## src/ums_pkg.sv

```systemverilog
package ums_pkg;

  // ****************************************************************
  // Frame and divider constants
  // ****************************************************************
  localparam int unsigned UMS_FRAME_BITS  = 8;
  localparam int unsigned UMS_BAUD_W      = 12;
  localparam int unsigned UMS_CNT_W       = 4;
  localparam logic [1:0]  UMS_MODE_MSPI   = 2'h3;
  localparam logic [11:0] UMS_BAUD_RST    = 12'h000;
  localparam logic [7:0]  UMS_BYTE_RST    = 8'h00;
  localparam logic [3:0]  UMS_EDGES_FRAME = 4'hF;
  localparam logic [3:0]  UMS_EDGE_RST    = 4'h0;

  // Shift engine states
  typedef enum logic [1:0] {
    UMS_IDLE,
    UMS_LOAD,
    UMS_SHIFT
  } ums_state_t;

endpackage

```

## src/ums_mspi.sv

```systemverilog
`timescale 1ns/10ps
// Behaviour
// - Transmitter enable required; then serial out pin carries shifted data.
// - Receiver optional; when enabled the serial in pin feeds the shifter.
// - Transfer clock pin driven whether transmitter alone or both enabled.
// - Every transfer starts only on a software data write.
// - Buffered byte enters shift register once it is free for a frame.
// - Receive buffer full: newest byte dropped, older bytes kept.
// - Frame error, overrun and parity flags always read zero.
// - Receive-complete, transmit-complete, buffer-empty flags act as usual.
// - Transmit path is holding buffer plus shift register.
// - Receive path has a two-entry buffer past the shifter.
// - No write collision or double rate bit; speed from divider only.
// - Master only, no slave-select output.
// - Frames are exactly eight bits; idle data line rests high.
// - Polarity and phase pick one of four modes, opposite edges.
// - Bit order one sends LSB first, zero MSB first, both directions.
// - Master SPI active only when both mode select bits are one.
module ums_mspi
  import ums_pkg::*;
(
  input  wire logic        clk_i,
  input  wire logic        rst_n_i,
  input  wire logic        ce_i,
  input  wire logic        transmitter_enable_i,
  input  wire logic        receiver_enable_i,
  input  wire logic [1:0]  mode_select_field_i,
  input  wire logic        clock_polarity_bit_i,
  input  wire logic        clock_phase_bit_i,
  input  wire logic        bit_order_select_i,
  input  wire logic [11:0] baud_divider_i,
  input  wire logic        data_wr_i,
  input  wire logic [7:0]  data_wr_byte_i,
  input  wire logic        data_rd_i,
  output logic      [7:0]  data_rd_byte_o,
  input  wire logic        tx_complete_clr_i,
  output logic             tx_buffer_empty_flag_o,
  output logic             rx_complete_flag_o,
  output logic             tx_complete_flag_o,
  output logic             frame_error_flag_o,
  output logic             overrun_flag_o,
  output logic             parity_error_flag_o,
  output logic             transfer_clock_pin_o,
  output logic             transfer_clock_oe_o,
  output logic             serial_out_pin_o,
  output logic             serial_out_oe_o,
  input  wire logic        serial_in_pin_i,
  output logic             serial_in_used_o,
  output logic             active_o
);

  // ****************************************************************
  // Mode decode and pin ownership
  // ****************************************************************
  logic       mspi_on;
  logic       tx_on_ff;
  logic       rx_on;
  logic       miso_s;
  ums_state_t state_ff;
  logic       hold_full_ff;
  logic [7:0] hold_ff;
  logic [7:0] tx_sh_ff;
  logic [7:0] rx_sh_ff;
  logic [3:0] edge_ff;
  logic [11:0] div_ff;
  logic       tick;
  logic       sck_ff;
  logic       mosi_ff;
  logic       frame_done;
  logic       rx_push;
  logic       rx_ready;
  logic       rx_valid;
  logic       tx_cmpl_ff;
  logic       sample_edge;
  logic       wr_take;

  assign mspi_on = (mode_select_field_i == UMS_MODE_MSPI);
  assign rx_on   = mspi_on && receiver_enable_i;
  assign active_o = mspi_on && tx_on_ff;

  // Transmitter stays on until pending data has gone out
  // A write taken in the same cycle keeps it on, or that byte would be stranded
  always_ff @(posedge clk_i or negedge rst_n_i) begin
    if (!rst_n_i) begin
      tx_on_ff <= 1'b0;
    end else if (ce_i) begin
      if (transmitter_enable_i && mspi_on) begin
        tx_on_ff <= 1'b1;
      end else if (state_ff == UMS_IDLE && !hold_full_ff && !wr_take) begin
        tx_on_ff <= 1'b0;
      end
    end
  end

  // Pin overrides; no slave select exists at all
  assign serial_out_oe_o     = active_o;
  assign transfer_clock_oe_o = active_o;
  assign serial_in_used_o    = rx_on;
  assign transfer_clock_pin_o = sck_ff;
  assign serial_out_pin_o     = mosi_ff;

  // ****************************************************************
  // Unused status
  // ****************************************************************
  // Error flags unused in this mode; no collision or double rate bits
  assign frame_error_flag_o  = 1'b0;
  assign overrun_flag_o      = 1'b0;
  assign parity_error_flag_o = 1'b0;

  // ****************************************************************
  // Input synchroniser
  // ****************************************************************
  // Input pin is asynchronous to clk_i
  ums_sync u_sync (
    .clk_i   (clk_i),
    .rst_n_i (rst_n_i),
    .ce_i    (ce_i),
    .d_i     (serial_in_pin_i),
    .q_o     (miso_s)
  );

  // ****************************************************************
  // Baud divider: one tick per half bit, fosc / (2 (div + 1))
  // ****************************************************************
  assign tick = (div_ff == UMS_BAUD_RST);

  // Reloads between frames and on every tick; a new rate applies next half bit
  always_ff @(posedge clk_i or negedge rst_n_i) begin
    if (!rst_n_i) begin
      div_ff <= UMS_BAUD_RST;
    end else if (ce_i) begin
      if (state_ff != UMS_SHIFT || tick) begin
        div_ff <= baud_divider_i;
      end else begin
        div_ff <= div_ff - 12'h001;
      end
    end
  end

  // ****************************************************************
  // Transmit holding buffer
  // ****************************************************************
  // Write taken only while the holding buffer is free and the link owns its pins
  assign wr_take = data_wr_i && !hold_full_ff && active_o;

  // Write lands in holding buffer; a write while full is ignored
  always_ff @(posedge clk_i or negedge rst_n_i) begin
    if (!rst_n_i) begin
      hold_full_ff <= 1'b0;
      hold_ff      <= UMS_BYTE_RST;
    end else if (ce_i) begin
      if (state_ff == UMS_LOAD) begin
        hold_full_ff <= 1'b0;
      end else if (wr_take) begin
        hold_full_ff <= 1'b1;
        hold_ff      <= data_wr_byte_i;
      end
    end
  end

  assign tx_buffer_empty_flag_o = !hold_full_ff;

  // ****************************************************************
  // Shift engine
  // ****************************************************************
  // Sampling edge: leading when phase is zero, trailing otherwise
  assign sample_edge = tick && (edge_ff[0] == clock_phase_bit_i);
  assign frame_done  = (state_ff == UMS_SHIFT) && tick && (edge_ff == UMS_EDGES_FRAME);

  // Frame sequencing; a queued byte follows back to back
  always_ff @(posedge clk_i or negedge rst_n_i) begin
    if (!rst_n_i) begin
      state_ff <= UMS_IDLE;
      edge_ff  <= UMS_EDGE_RST;
    end else if (ce_i) begin
      case (state_ff)
        UMS_IDLE: begin
          if (hold_full_ff) begin
            state_ff <= UMS_LOAD;
          end
        end
        // One cycle here lets the shifter take the byte before the first tick
        UMS_LOAD: begin
          state_ff <= UMS_SHIFT;
          edge_ff  <= UMS_EDGE_RST;
        end
        UMS_SHIFT: begin
          if (frame_done) begin
            state_ff <= hold_full_ff ? UMS_LOAD : UMS_IDLE;
          end else if (tick) begin
            edge_ff <= edge_ff + 4'h1;
          end
        end
        default: begin
          state_ff <= UMS_IDLE;
        end
      endcase
    end
  end

  // Clock pin: rests at polarity, toggles each half bit
  // A polarity change while idle moves the pin, so set it before any frame
  always_ff @(posedge clk_i or negedge rst_n_i) begin
    if (!rst_n_i) begin
      sck_ff <= 1'b0;
    end else if (ce_i) begin
      if (state_ff == UMS_SHIFT && tick) begin
        sck_ff <= ~sck_ff;
      end else if (state_ff != UMS_SHIFT) begin
        sck_ff <= clock_polarity_bit_i;
      end
    end
  end

  // Transmit shifter; phase zero presents the first bit before clocking
  always_ff @(posedge clk_i or negedge rst_n_i) begin
    if (!rst_n_i) begin
      tx_sh_ff <= UMS_BYTE_RST;
      mosi_ff  <= 1'b1;
    end else if (ce_i) begin
      if (state_ff == UMS_LOAD) begin
        tx_sh_ff <= hold_ff;
        if (!clock_phase_bit_i) begin
          mosi_ff  <= bit_order_select_i ? hold_ff[0] : hold_ff[7];
          tx_sh_ff <= bit_order_select_i ? {1'b0, hold_ff[7:1]}
                                         : {hold_ff[6:0], 1'b0};
        end
      end else if (state_ff == UMS_SHIFT && tick && !sample_edge
                   && !(clock_phase_bit_i == 1'b0 && edge_ff == UMS_EDGES_FRAME)) begin
        mosi_ff  <= bit_order_select_i ? tx_sh_ff[0] : tx_sh_ff[7];
        tx_sh_ff <= bit_order_select_i ? {1'b0, tx_sh_ff[7:1]}
                                       : {tx_sh_ff[6:0], 1'b0};
      end else if (state_ff == UMS_IDLE) begin
        mosi_ff <= 1'b1;
      end
    end
  end

  // Receive shifter, same bit order as transmit
  // The pin reaches here two cycles late through the synchroniser, so a
  // divider below two would sample the previous bit
  always_ff @(posedge clk_i or negedge rst_n_i) begin
    if (!rst_n_i) begin
      rx_sh_ff <= UMS_BYTE_RST;
    end else if (ce_i) begin
      if (state_ff == UMS_SHIFT && sample_edge) begin
        rx_sh_ff <= bit_order_select_i ? {miso_s, rx_sh_ff[7:1]}
                                       : {rx_sh_ff[6:0], miso_s};
      end
    end
  end

  // ****************************************************************
  // Receive buffer and completion flags
  // ****************************************************************
  // With phase one the last sample lands on the final edge, so push one cycle later
  logic rx_push_ff;
  always_ff @(posedge clk_i or negedge rst_n_i) begin
    if (!rst_n_i) begin
      rx_push_ff <= 1'b0;
    end else if (ce_i) begin
      rx_push_ff <= frame_done && rx_on;
    end
  end
  assign rx_push = rx_push_ff;

  // Full buffer refuses the push, dropping the newest byte
  ums_rxbuf u_rxbuf (
    .clk_i       (clk_i),
    .rst_n_i     (rst_n_i),
    .ce_i        (ce_i),
    .flush_i     (!rx_on),
    .in_valid_i  (rx_push),
    .in_ready_o  (rx_ready),
    .in_data_i   (rx_sh_ff),
    .out_valid_o (rx_valid),
    .out_ready_i (data_rd_i),
    .out_data_o  (data_rd_byte_o)
  );

  assign rx_complete_flag_o = rx_valid;

  // Transmit complete: frame out and nothing queued; set wins over clear
  always_ff @(posedge clk_i or negedge rst_n_i) begin
    if (!rst_n_i) begin
      tx_cmpl_ff <= 1'b0;
    end else if (ce_i) begin
      // A byte written on the last tick counts as pending, so no early complete
      if (frame_done && !hold_full_ff && !wr_take) begin
        tx_cmpl_ff <= 1'b1;
      end else if (tx_complete_clr_i) begin
        tx_cmpl_ff <= 1'b0;
      end
    end
  end

  assign tx_complete_flag_o = tx_cmpl_ff;

endmodule

```

## src/ums_rxbuf.sv

```systemverilog
`timescale 1ns/10ps
module ums_rxbuf
  import ums_pkg::*;
(
  input  wire logic       clk_i,
  input  wire logic       rst_n_i,
  input  wire logic       ce_i,
  input  wire logic       flush_i,
  input  wire logic       in_valid_i,
  output logic            in_ready_o,
  input  wire logic [7:0] in_data_i,
  output logic            out_valid_o,
  input  wire logic       out_ready_i,
  output logic      [7:0] out_data_o
);

  // ****************************************************************
  // Two-entry buffer
  // ****************************************************************
  logic [7:0] mem_ff [2];
  logic       wr_ptr_ff;
  logic       rd_ptr_ff;
  logic [1:0] cnt_ff;
  logic       push;
  logic       pop;

  assign in_ready_o  = (cnt_ff != 2'h2);
  assign out_valid_o = (cnt_ff != 2'h0);
  assign push        = in_valid_i && in_ready_o;
  assign pop         = out_valid_o && out_ready_i;

  // Storage array; a full buffer refuses, so the newest byte drops
  always_ff @(posedge clk_i or negedge rst_n_i) begin
    if (!rst_n_i) begin
      mem_ff[0] <= UMS_BYTE_RST;
      mem_ff[1] <= UMS_BYTE_RST;
    end else if (ce_i && push) begin
      mem_ff[wr_ptr_ff] <= in_data_i;
    end
  end

  // Pointers and occupancy; flush empties it at once
  always_ff @(posedge clk_i or negedge rst_n_i) begin
    if (!rst_n_i) begin
      wr_ptr_ff <= 1'b0;
      rd_ptr_ff <= 1'b0;
      cnt_ff    <= 2'h0;
    end else if (ce_i) begin
      if (flush_i) begin
        wr_ptr_ff <= 1'b0;
        rd_ptr_ff <= 1'b0;
        cnt_ff    <= 2'h0;
      end else begin
        if (push) begin
          wr_ptr_ff <= ~wr_ptr_ff;
        end
        if (pop) begin
          rd_ptr_ff <= ~rd_ptr_ff;
        end
        cnt_ff <= cnt_ff + {1'b0, push} - {1'b0, pop};
      end
    end
  end

  // Data output from registers
  assign out_data_o = mem_ff[rd_ptr_ff];

endmodule

```

## src/ums_sync.sv

```systemverilog
`timescale 1ns/10ps
module ums_sync
  import ums_pkg::*;
(
  input  wire logic clk_i,
  input  wire logic rst_n_i,
  input  wire logic ce_i,
  input  wire logic d_i,
  output logic      q_o
);

  logic meta_ff;

  // Two-stage synchroniser; first stage read only by the second
  always_ff @(posedge clk_i or negedge rst_n_i) begin
    if (!rst_n_i) begin
      meta_ff <= 1'b0;
      q_o     <= 1'b0;
    end else if (ce_i) begin
      meta_ff <= d_i;
      q_o     <= meta_ff;
    end
  end

endmodule
```

## config.mk

```make
export PLATFORM = sky130hd
export DESIGN_NAME = ums_mspi
export DESIGN_NICKNAME = d
export VERILOG_FILES = /design/src/ums_pkg.sv /design/src/ums_mspi.sv /design/src/ums_rxbuf.sv /design/src/ums_sync.sv
export SDC_FILE = /design/constraint.sdc
export NUM_CORES = 1
export LEC_CHECK = 0
export BUFFER_PORTS_ARGS = -buffer_cell sky130_fd_sc_hd__buf_2
export CAP_MARGIN = 20
export CORE_ASPECT_RATIO = 0.7
export CORE_MARGIN = 1.5
export CORE_UTILIZATION = 62
export DETAILED_ROUTE_END_ITERATION = 6
export PLACE_DENSITY = 0.9
export SYNTH_ARGS = -nofsm -noshare
export SYNTH_HDL_FRONTEND = slang
export SYNTH_HIERARCHICAL = 1
export SYNTH_SLANG_ARGS = --single-unit
```

## constraint.sdc

```tcl
create_clock -name clk_i -period 5.1 [get_ports clk_i]
set_input_delay 1.02 -clock clk_i [delete_from_list [all_inputs] [get_ports clk_i]]
set_output_delay 1.02 -clock clk_i [all_outputs]
set_load 0.03 [all_outputs]
```

==> flow_results.org, run 1 <==
** Run status
- Outcome :: finished clean

** Global route
- Global routing met1 resource utilization :: 0.3594
- The total overflow left after global routing is 0.
- Grt met2 use :: 0.3908
- The number of antenna violations at the first check in global routing was 0.
- Routing usage on met3 :: 0.07460
- Total routing resource utilization after global routing :: 0.2571
- First-pass GRT wire length :: between 10000 and 15000 um
- Busiest layer in global routing :: met2
- Pin count of the biggest net entering global routing :: just over 70
- The number of global-route vias before repair came to 2889.

** Placement
- Port-buffer cells :: 50
- Final weighted congestion of routability-driven global placement :: 0.9405
- The wire-length estimate of the detail-placed layout is approximately 5700 um.
- Cell Area, Placed :: 4168 sq um
- Placed Instances :: 481

** Pwr
- In this run the power density over the cells is 431.4 nW/um^2.
- Leakage power total :: approximately 2.0 nW
- Across the VDD grid, the largest voltage drop is 338.1 uV.

** Drt
- Remaining number of nets flagged by the antenna check after routing :: 0
- Routed WL :: just over 8000 um
- Remaining DRCs :: 0
- The first TritonRoute pass finished after 5 iterations.
- In the final routed layout, each cell accounts on average for 16.63 um.
- For this block, the initial DRC count from the detailed router was around 190.
- Dividing the detail-routed via count by the number of cells gives 6.147.
- Total number of vias :: 3061

** Layout
- The area growth from synthesis to layout is 10.81%.
- The library cell used most frequently in the layout, excluding fill and tap cells, is dfrtp_1.
- Commonest cells after routing, fill and taps aside :: dfrtp_1, buf_2, mux2_2
- In the final design database the tool counted 454 nets.
- Leaving out filler cells and counting taps, the final layout contains approximately 500.
- Once layout is done, the placed cells without fillers occupy roughly 4400 sq um.
- Fraction of final layout cells with drive strength greater than 1 :: 0.3333
- Diodes inserted :: 0
- Count of fill cells added during filler insertion :: around 440

** Logic synthesis
- In the synthesized netlist the dominant register cell turns out to be dfrtp_1.
- Number of instances in the synthesized netlist :: 373
- Warnings from Yosys :: 6
- The synthesized design contains 70 register bits.
- Of the synthesized area, sequential elements account for 0.4455.
- Average footprint of a synthesized cell :: about 11 sq um
- The netlist uses 58 different library cells.
- In the synthesized netlist the async set-or-reset flop fraction comes to 1.000.
- Post-synthesis instance area :: 3935 sq um
- Number of enable-type register cells in the synthesized netlist :: 0

** CTS
- Clock-pin slew reported for the worst setup and hold paths after clock tree synthesis :: roughly 0.08 ns
- The H-tree was split into 3 levels.
- Post-cts hold buffer count :: 0
- Post CTS Setup Buffer Count :: 0
- TritonCTS built the clock tree.
- Clock latency of the later-clocked register in the worst-skew pair :: approximately 0.34 ns
- TritonCTS buffer count :: 9
- CTS placed an instance of clkbuf_8 at the clock tree root.
- Clock tree sinks :: 70
- The number of gates resized after CTS was 0.
- CTS max path bufs :: 2

** Timing
- Setup violations remaining at the end of the flow were counted as 0.
- Sum Neg Setup Slack :: 0 ns
- Tmin final :: 2.773 ns
- The number of hold-slack violations in the final timing report was 0.
- Setup repair after global routing missed its margin :: false
- Transition time at the pin with the least slew margin :: between 0.8 and 0.9 ns
- Dividing the final minimum period by the clock period gives 0.5437.
- Maximum clock rate :: 360.7 MHz
- The count of final max-slew check failures came to 0.
- In this run the tightest slew margin relative to its limit is 0.4275.
- Clock tree skew after final layout :: between 0.004 and 0.005 ns

** Floorplan
- The floorplan step set the die width to just under 100 um.
- 54 I/O pins were placed.
- The floorplan step set the die height to between 60 and 70 um.
- The die covers approximately 7000 sq um.
- For this configuration, the core starts out at a cell density of 0.6361.
- After floorplanning, the core was divided into 24 placement rows.
- The region available for standard cell placement spans between 6000 and 7000 sq um.

** Setup path
- Kind of launch point of the worst setup path :: input pin
- Worst EP required :: about 5.3 ns
- CP Capture Type :: flip-flop
- Along the worst path, the maximum fanout reaches 49.
- CP Data Arrival Time :: approximately 3 ns
- The critical path in this run is classified as input pin to flip-flop.

** Min path
- The min-delay analysis places its worst path in the category flip-flop to flip-flop.

** Flow run
- Max-Cap Viols :: 0
-- state kept, by name, summed over array words and instances, names as in the netlist --
| name | count |
|---|---|
| u_rxbuf/mem_ff | 16 |
| div_ff | 12 |
| hold_ff | 8 |
| rx_sh_ff | 8 |
| tx_sh_ff | 8 |
| edge_ff | 4 |
| state_ff | 2 |
| u_rxbuf/cnt_ff | 2 |
| hold_full_ff | 1 |
| rx_push | 1 |
| serial_out_pin_o | 1 |
| transfer_clock_pin_o | 1 |
| tx_complete_flag_o | 1 |
| tx_on_ff | 1 |
| u_rxbuf/rd_ptr_ff | 1 |
| u_rxbuf/wr_ptr_ff | 1 |
| u_sync/meta_ff | 1 |
| u_sync/q_o | 1 |
-- layout make-up --
cell class / instances / area (sq um) / share of cell area
Multi-Input combinational cell: 268 / 2003 / 0.4594
Clock buffer: 10 / 137.6 / 0.03156
Timing Repair Buffer: 53 / 276.5 / 0.06341
Clock inverter: 6 / 43.79 / 0.01004
Tap cell: 78 / 97.59 / 0.02238
Inverter: 13 / 48.80 / 0.01119
Sequential cell: 70 / 1753 / 0.4020
-- critical path, cell delays in order --
cell    delay (ns)
buf_2         0.07
buf_4         0.39
inv_1         0.29
nor4_2        0.79
mux2_2        0.42
-- per-stage QoR --
step | power, W | util | setup slack [ns] | hold WS (ns)
floorplan | 0.001308 | - | 2.446 | 0.4484
detailed placement | 0.001460 | 0.6737 | 1.958 | 0.4838
global route | 0.002005 | 0.7049 | 2.146 | 0.5245
finish | 0.001881 | 0.7049 | 2.327 | 0.4969
CTS | 0.001875 | 0.7031 | 2.331 | 0.5011
global placement | 0.001430 | 0.6737 | 2.034 | 0.4821
-- logic make-up after synthesis --
family	count (synthesis)	synth area share
other	1	0.0009530
AO/OA/AOI/OAI	91	0.1526
multiplexers	62	0.1831
AND/OR/NAND/NOR	105	0.1485
adder cells (fa/ha/maj)	5	0.01590
XOR/XNOR	2	0.004452
buffers and inverters	37	0.04897
flip-flops	70	0.4455
-- cells in the mapped netlist, drive strengths merged (2+ instances only) --
library cell / number / area [sq um]
o21ai: 31 / 162.7
or3: 2 / 12.51
nor2b: 4 / 25.02
a21oi: 20 / 100.1
nand2: 31 / 116.4
inv: 13 / 48.80
o221a: 6 / 67.56
mux2i: 15 / 150.1
o41ai: 2 / 17.52
mux2: 46 / 548.0
and3: 2 / 12.51
o22ai: 2 / 12.51
a22oi: 3 / 22.52
clkbuf: 7 / 26.28
or4: 2 / 18.77
buf: 17 / 117.6
nand3: 12 / 60.06
nand4: 8 / 56.30
a31oi: 4 / 25.02
dfrtp: 69 / 1727
o21a: 2 / 15.01
nand2b: 7 / 51.30
a31o: 5 / 43.79
a41oi: 2 / 17.52
nor4: 3 / 46.29
a22o: 3 / 26.28
nor2: 21 / 78.83
nor3: 4 / 25.02
o211ai: 2 / 15.01
o31ai: 4 / 30.03
a21o: 2 / 15.01
nor3b: 3 / 22.52
ha: 5 / 62.56
-- worst paths after layout --
| path | to | slack, ns | depth (start not counted) | start |
|---|---|---|---|---|
| max | hold_ff[1]$_DFFE_PN0P_ | 2.33 | 5 | ce_i |
| min | tx_complete_flag_o$_DFFE_PN0P_ | 0.50 | 2 | tx_complete_flag_o$_DFFE_PN0P_ |
| max reg2reg | rx_sh_ff[6]$_DFFE_PN0P_ | 2.59 | 7 | div_ff[0]$_DFFE_PN0P_ |
| min reg2reg | tx_complete_flag_o$_DFFE_PN0P_ | 0.50 | 2 | tx_complete_flag_o$_DFFE_PN0P_ |
| max in group asynchronous | div_ff[11]$_DFFE_PN0P_ | 3.67 | 2 | rst_n_i |
| min in group asynchronous | u_rxbuf/mem_ff[0]$_DFFE_PN0P_ | 0.86 | 2 | rst_n_i |
-- power by group --
group          internal, W  switching [W]
Sequential        0.000697       0.000183
Combinational     0.000282       0.000308
Clock             0.000192       0.000218
-- per-layer routing --
metal | vias up | part of all wire
met3 | 15 | 0.072
li1 | 1452 | -
met2 | 138 | 0.45
met1 | 1456 | 0.46
met4 | 0 | 0.018
met5 | - | 0
Power figures use the tool's default switching activity.
==> run 2, diff against run 1 <==
--- a/config.mk
+++ b/config.mk
@@ -9,9 +9,9 @@
 export CAP_MARGIN = 20
 export CORE_ASPECT_RATIO = 0.7
 export CORE_MARGIN = 1.5
-export CORE_UTILIZATION = 62
+export CORE_UTILIZATION = 58
 export DETAILED_ROUTE_END_ITERATION = 6
-export PLACE_DENSITY = 0.9
+export PLACE_DENSITY = 0.85
 export SYNTH_ARGS = -nofsm -noshare
 export SYNTH_HDL_FRONTEND = slang
 export SYNTH_HIERARCHICAL = 1
==> constraint.sdc (replaced) <==
create_clock -name clk_i -period 2.9 [get_ports clk_i]
set_input_delay 0.58 -clock clk_i [delete_from_list [all_inputs] [get_ports clk_i]]
set_output_delay 0.58 -clock clk_i [all_outputs]
set_load 0.03 [all_outputs]
==> run 2 against run 1 <==
Net effect:
- register-to-register slack worse by 2.1 ns
- sequential power is 76% higher
- hold slack worse by 0.23 ns
- core utilization is 1.8 points lower
- via count is 0.26% higher
- first-iteration DRC count is 19% lower
==> flow_results.org, run 2 (synthesis gave the netlist of run 1 again) <==
** Floorplan
- The floorplan step defined a core boundary enclosing roughly 6400 sq um.
- Die extent in x :: just over 100 um
- Top Ports :: 54
- The floorplan step defined a die boundary enclosing 7296 sq um.
- Die Ht :: 71.92 um
- Number of core rows :: 24
- The initial utilization of the core area, before any placement, comes to 0.6152.

** Timing
- Maximum clock rate :: between 400 and 500 MHz
- Transition time at the pin with the least slew margin :: between 0.7 and 0.8 ns
- Clock skew on the completed layout was measured at 0.008939 ns.
- Setup violations remaining at the end of the flow were counted as 0.
- Slew Viols, Final :: 0
- Tmin final :: between 2 and 2.5 ns
- Hold is met by about 0.27 ns.
- Setup repair after global routing missed its margin :: false
- Remaining max-slew budget at the tightest pin :: 0.5265
- Number of hold-slack violations in the final timing report :: 0
- Sum Neg Setup Slack :: 0 ns
- In the finished design, the share of the clock period the worst path needs comes to 0.8259.

** Layout
- The area growth from synthesis to layout is 11.70%.
- Diodes inserted :: 0
- At the end of the flow, the number of nets in the layout was 456.
- The register with the most flip-flops in the layout has 16 of them.
- For this run, the share of the core covered by cells in the final layout is 0.6872.
- After routing the design area is 4395 sq um.
- Of the cells placed in the final design, the portion with a size suffix greater than 1 is 0.3365.
- The library cells used most frequently in the layout, excluding fill and tap cells, are dfrtp_1, buf_2, mux2_2.
- In the final layout, the registers with the most flip-flops are u_rxbuf/mem_ff (16), div_ff (12).
- Register ranked first by flip-flop count :: u_rxbuf/mem_ff
- Most common library cell in the layout ignoring fill and taps :: dfrtp_1

** Drt
- Average vias per placed instance :: about 6.0
- Remaining DRCs :: 0
- First-pass detailed-route iteration total :: 5
- Wires add up to approximately 8400 um.
- For this block, the via count after detailed routing is 3069.
- The detailed router finished its first iteration with 157 violations.
- Remaining number of nets flagged by the antenna check after routing :: 0
- Detail-routed net length per standard cell :: 16.32 um

** Setup path
- The setup path with the least slack is of type flip-flop to flip-flop.
- Cell-by-cell trace of the critical path :: inv_1 > ha_1 > nor4b_2 > nand4_1 > or3b_1 > nand2_1 > o21ai_1
- Delay of the slowest critical-path stage :: about 0.64 ns
- For this design, the slowest cell found on the critical path is or3b_1.
- Critical path peak fanout :: 16
- Worst EP required :: ~3.1 ns
- CP Capture Type :: flip-flop
- Kind of launch point of the worst setup path :: flip-flop
- CP Data Arrival Time :: around 2.6 ns

** CTS
- Clock tree sinks :: 70
- Clock tree from TritonCTS :: built
- CTS max path bufs :: 2
- Post-CTS timing repair inserted 0 buffers for setup.
- Clock latency of the later-clocked register in the worst-skew pair :: 0.36 ns
- Post-cts hold buffer count :: 0
- After clock tree synthesis, the clock-pin slew on the worst setup and hold paths is 0.08 ns.
- The clock tree synthesis step divided the H-tree into 3 levels.
- Gates resized during post-CTS repair numbered 0.
- The cell sitting at the root of the clock tree is a clkbuf_8.
- The number of clock buffers added by TritonCTS is 9.

** Pwr
- Maximum ir drop on the vdd rail :: roughly 500 uV
- Leakage power total :: approximately 2.0 nW
- For this design the ratio of total power to cell area is 758.2 nW/um^2.

** Placement
- Final weighted congestion of routability-driven global placement :: approximately 0.94
- Cell Area, Placed :: roughly 4200 sq um
- Detailed-placement wirelength estimate :: about 5900 um
- Port-buffer cells :: 50

** Global route
- Entering global routing, the biggest net connects between 40 and 50 pins.
- First-pass GRT wire length :: 13860 um
- Summed over all layers, the global routing overflow is 0.
- Via count of the first global-routing pass :: 2877
- Total routing resource utilization after global routing :: 0.2472
- The number of antenna violations at the first check in global routing came to 0.

** Flow run
- The tool flagged a number of max-cap violations equal to 0.

** Min path
- The worst hold path belongs to the class input pin to asynchronous set/reset pin.

** Run status
- Outcome :: finished clean
## run 2: cell count changes in the layout (fill, tap and decap cells not counted), sizes merged
cell | previous run | this run
inv | 15 | 13
clkinvlp | 1 | 2
clkbuf | 10 | 11
buf | 53 | 55
## run 2: metrics by stage
stage	instances	total power [W]	worst slack [ns]
floorplan	375	0.002299	0.6957
detailed placement	496	0.002570	0.5416
finish	513	0.003332	0.5049
global route	513	0.003537	0.3126
global placement	496	0.002517	0.6599
CTS	512	0.003312	0.5197
## run 2: critical path: cells and delay by family (launching register included)
family / cells / cell delay (ns)
AND/OR/NAND/NOR: 4 / 1.49
flip-flops: 1 / 0.40
adder cells (fa/ha/maj): 1 / 0.17
buffers and inverters: 1 / 0.12
AO/OA/AOI/OAI: 1 / 0.07
## run 2: area by class of cell
type | instances | area [sq um]
inverters | 13 | 48.80
multi-input cells | 268 | 2003
well taps | 91 | 113.9
repair buffers | 55 | 291.5
clock buffers | 11 | 151.4
flip-flops and latches | 70 | 1753
fillers | 495 | 2001
clock inverters | 5 | 33.78
## run 2: path summary, 6_finish.rpt
path / start / end / slack, ns / depth (start not counted)
max in group asynchronous: rst_n_i / serial_out_pin_o$_DFFE_PN1P_ / 1.80 / 2
max: div_ff[0]$_DFFE_PN0P_ / rx_sh_ff[3]$_DFFE_PN0P_ / 0.50 / 7
max reg2reg: div_ff[0]$_DFFE_PN0P_ / rx_sh_ff[3]$_DFFE_PN0P_ / 0.50 / 7
min in group clk_i: data_wr_byte_i[3] / hold_ff[3]$_DFFE_PN0P_ / 0.45 / 2
min: rst_n_i / u_rxbuf/cnt_ff[1]$_DFFE_PN0P_ / 0.27 / 1
min reg2reg: serial_out_pin_o$_DFFE_PN1P_ / serial_out_pin_o$_DFFE_PN1P_ / 0.49 / 2
## run 2: routing by layer
layer | part of all wire | GRT usage | vias up | wire length (um)
met5 | 0 | 0 | - | 0
met4 | 0.018 | 0.1049 | 0 | 153
met3 | 0.066 | 0.06647 | 17 | 552
met2 | 0.44 | 0.3594 | 115 | 3692
met1 | 0.47 | 0.3523 | 1478 | 3974
li1 | - | - | 1459 | -
## run 2: power breakdown
group	internal, W	switching [W]
clock	0.000355	0.000378
combinational	0.000499	0.000555
sequential	0.00123	0.000319
==> run 3, diff against run 2 <==
==> constraint.sdc (replaced) <==
create_clock -name clk_i -period 2.4 [get_ports clk_i]
set_input_delay 0.48 -clock clk_i [delete_from_list [all_inputs] [get_ports clk_i]]
set_output_delay 0.48 -clock clk_i [all_outputs]
set_load 0.03 [all_outputs]
==> run 3 against run 2 <==
Net effect:
- combinational power up 26%
- highest routed layer unchanged
- maximum frequency up 11%
- hold slack worse by 0.15 ns
- core utilization up 1.4 points
- global-route usage grew 2.0 points
- critical endpoint is now state_ff[1]$_DFFE_PN0P_
==> flow_results.org, run 3 (synthesis gave the netlist of run 1 again) <==
** Floorplan
- Number of core rows :: 24
- During I/O placement, the number of pins put on the boundary was 54.
- The die is just over 100 um wide.
- Core area :: about 6400 sq um
- For this configuration, the core starts out at a cell density of 0.6152.
- The die covers between 7000 and 8000 sq um.
- Die Ht :: between 70 and 80 um

** Timing
- Share of the clock period used by the worst path after layout :: 0.8956
- Remaining max-slew budget at the tightest pin :: 0.5700
- The clock arrives with 0.01039 ns of skew.
- Slew Viols, Final :: 0
- For the final routed database, the setup TNS stands at 0 ns.
- Number of hold-slack violations in the final timing report :: 0
- Maximum clock rate :: approximately 470 MHz
- After layout, the minimum clock period comes to about 2.1 ns.
- Setup repair after global routing left no endpoint under its margin.
- Worst Hold Slack :: roughly 0.12 ns
- The worst path meets setup with around 0.25 ns of slack.
- At the pin with the least slew margin, the transition time is approximately 0.64 ns.
- Number of endpoints failing setup at the final stage :: 0

** Run status
- The flow ran to the end, and the final reports show no timing, DRC or antenna violations.

** Setup path
- The critical path in this run is classified as flip-flop to flip-flop.
- Critical path peak fanout :: 6
- Kind of launch point of the worst setup path :: flip-flop
- At the worst endpoint, the arrival time is approximately 2.4 ns.
- Worst EP required :: 2.65 ns
- CP Capture Type :: flip-flop

** Drt
- Total number of vias :: between 3000 and 4000
- Violation count after the first detailed-routing iteration :: 177
- Dividing the detail-routed wire length by the instance count gives between 15 and 20 um.
- In this run the remaining antenna-violating nets after routing total 0.
- Using the TritonRoute via totals, the vias-per-cell ratio works out to approximately 6.
- First-pass detailed-route iteration total :: 5
- Remaining DRCs :: 0
- For this block, the routed nets add up to around 8800 um of wire.

** Placement
- Port buffering added 50 buffers.
- Detailed-placement wirelength estimate :: about 6000 um
- Before CTS, the worst setup slack after placement is about 0.021 ns.
- Final weighted congestion of routability-driven global placement :: ~0.91

** Layout
- Fraction of final layout cells with drive strength greater than 1 :: 0.3435
- Most common library cell in the layout ignoring fill and taps :: dfrtp_1
- Largest registers :: u_rxbuf/mem_ff (16), div_ff (12)
- Diodes inserted :: 0
- Layout area overhead :: 13.93%
- In the layout the commonest cells are dfrtp_1, buf_2, mux2_2.
- Number of flip-flops in the largest register :: 16
- More flip-flops sit in one register than any other, and that register is u_rxbuf/mem_ff.
- At the end of the flow, the number of nets in the layout was roughly 460.

** Global route
- Grt ovf :: 0
- Via count of the first global-routing pass :: 3090
- Total routing resource utilization after global routing :: 0.2672
- The first global-routing pass estimated ~15000 um of wire.
- Antenna violations before repair :: 0
- Pin count of the biggest net entering global routing :: 46

** CTS
- The H-tree generated during clock tree synthesis spans 3 levels.
- Clock tree synthesis found a total of 70 sinks.
- Post CTS Setup Buffer Count :: 0
- TritonCTS built the clock tree.
- Clock-pin slew reported for the worst setup and hold paths after clock tree synthesis :: ~0.080 ns
- Gates resized during post-CTS repair numbered 1.
- Clock latency of the later-clocked register in the worst-skew pair :: 0.36 ns
- CTS max path bufs :: 2
- After clock tree synthesis, the flow added hold-fix buffers numbering 0.
- TritonCTS created 9 clock buffers.
- Root buf cell :: clkbuf_8

** Flow run
- Max-Cap Viols :: 0

** Min path
- Path category of the worst min-delay check :: input pin to asynchronous set/reset pin

** Pwr
- Leakage power total :: a little over 2 nW
- Pwr dens :: roughly 960 nW/um^2
- Maximum ir drop on the vdd rail :: about 670 uV
run 3: worst paths after layout:
| path | to | slack, ns | cells past startpoint | startpoint |
|---|---|---|---|---|
| min in group clk_i | hold_ff[5]$_DFFE_PN0P_ | 0.35 | 2 | data_wr_byte_i[5] |
| worst min register to register | serial_out_pin_o$_DFFE_PN1P_ | 0.49 | 2 | serial_out_pin_o$_DFFE_PN1P_ |
| max in group asynchronous | rx_sh_ff[3]$_DFFE_PN0P_ | 1.63 | 2 | rst_n_i |
| worst max register to register | state_ff[1]$_DFFE_PN0P_ | 0.25 | 7 | div_ff[0]$_DFFE_PN0P_ |
| worst max-delay path | state_ff[1]$_DFFE_PN0P_ | 0.25 | 7 | div_ff[0]$_DFFE_PN0P_ |
| worst min-delay path | u_rxbuf/cnt_ff[1]$_DFFE_PN0P_ | 0.12 | 1 | rst_n_i |
run 3: layout make-up:
| type | instances | area (sq um) |
|---|---|---|
| Multi-Input combinational cell | 268 | 2014 |
| Fill cell | 482 | 1913 |
| Sequential cell | 70 | 1753 |
| Timing Repair Buffer | 58 | 322.8 |
| Clock buffer | 9 | 123.9 |
| Tap cell | 91 | 113.9 |
| Clock inverter | 7 | 106.4 |
| Inverter | 13 | 48.80 |
run 3: through the flow:
stage / cells / utilization / power (W) / instance area [sq um]
2_1_floorplan: 375 / - / 0.002778 / 3943
3_3_place_gp: 500 / 0.6631 / 0.003074 / 4242
3_5_place_dp: 500 / 0.6631 / 0.003148 / 4242
4_1_cts: 516 / 0.7005 / 0.004271 / 4481
5_1_grt: 516 / 0.7009 / 0.004543 / 4483
6_report: 516 / 0.7009 / 0.004290 / 4483
run 3: per-layer routing:
layer	wire (um)	share of wire	vias up	track usage
met5	0	0	-	0
met4	127	0.014	0	0.08951
met3	491	0.056	15	0.06744
met2	4065	0.46	118	0.4101
met1	4110	0.47	1543	0.3757
li1	-	-	1459	-
run 3: worst max-delay path, stage by stage, from the launching register on:
cell     delay [ns]
dfrtp_1        0.40
inv_1          0.12
ha_1           0.20
nor4b_4        0.39
nand4_1        0.30
nor2_1         0.32
o21ai_0        0.12
a21o_1         0.19
run 3: report_power, final:
| part | total [W] | internal [W] | leakage [nW] | switching [W] |
|---|---|---|---|---|
| sequential | 0.00187 | 0.00148 | 0.904 | 0.000385 |
| clock | 0.00110 | 0.000601 | 0.116 | 0.000504 |
| combinational | 0.00132 | 0.000623 | 1.06 | 0.000697 |
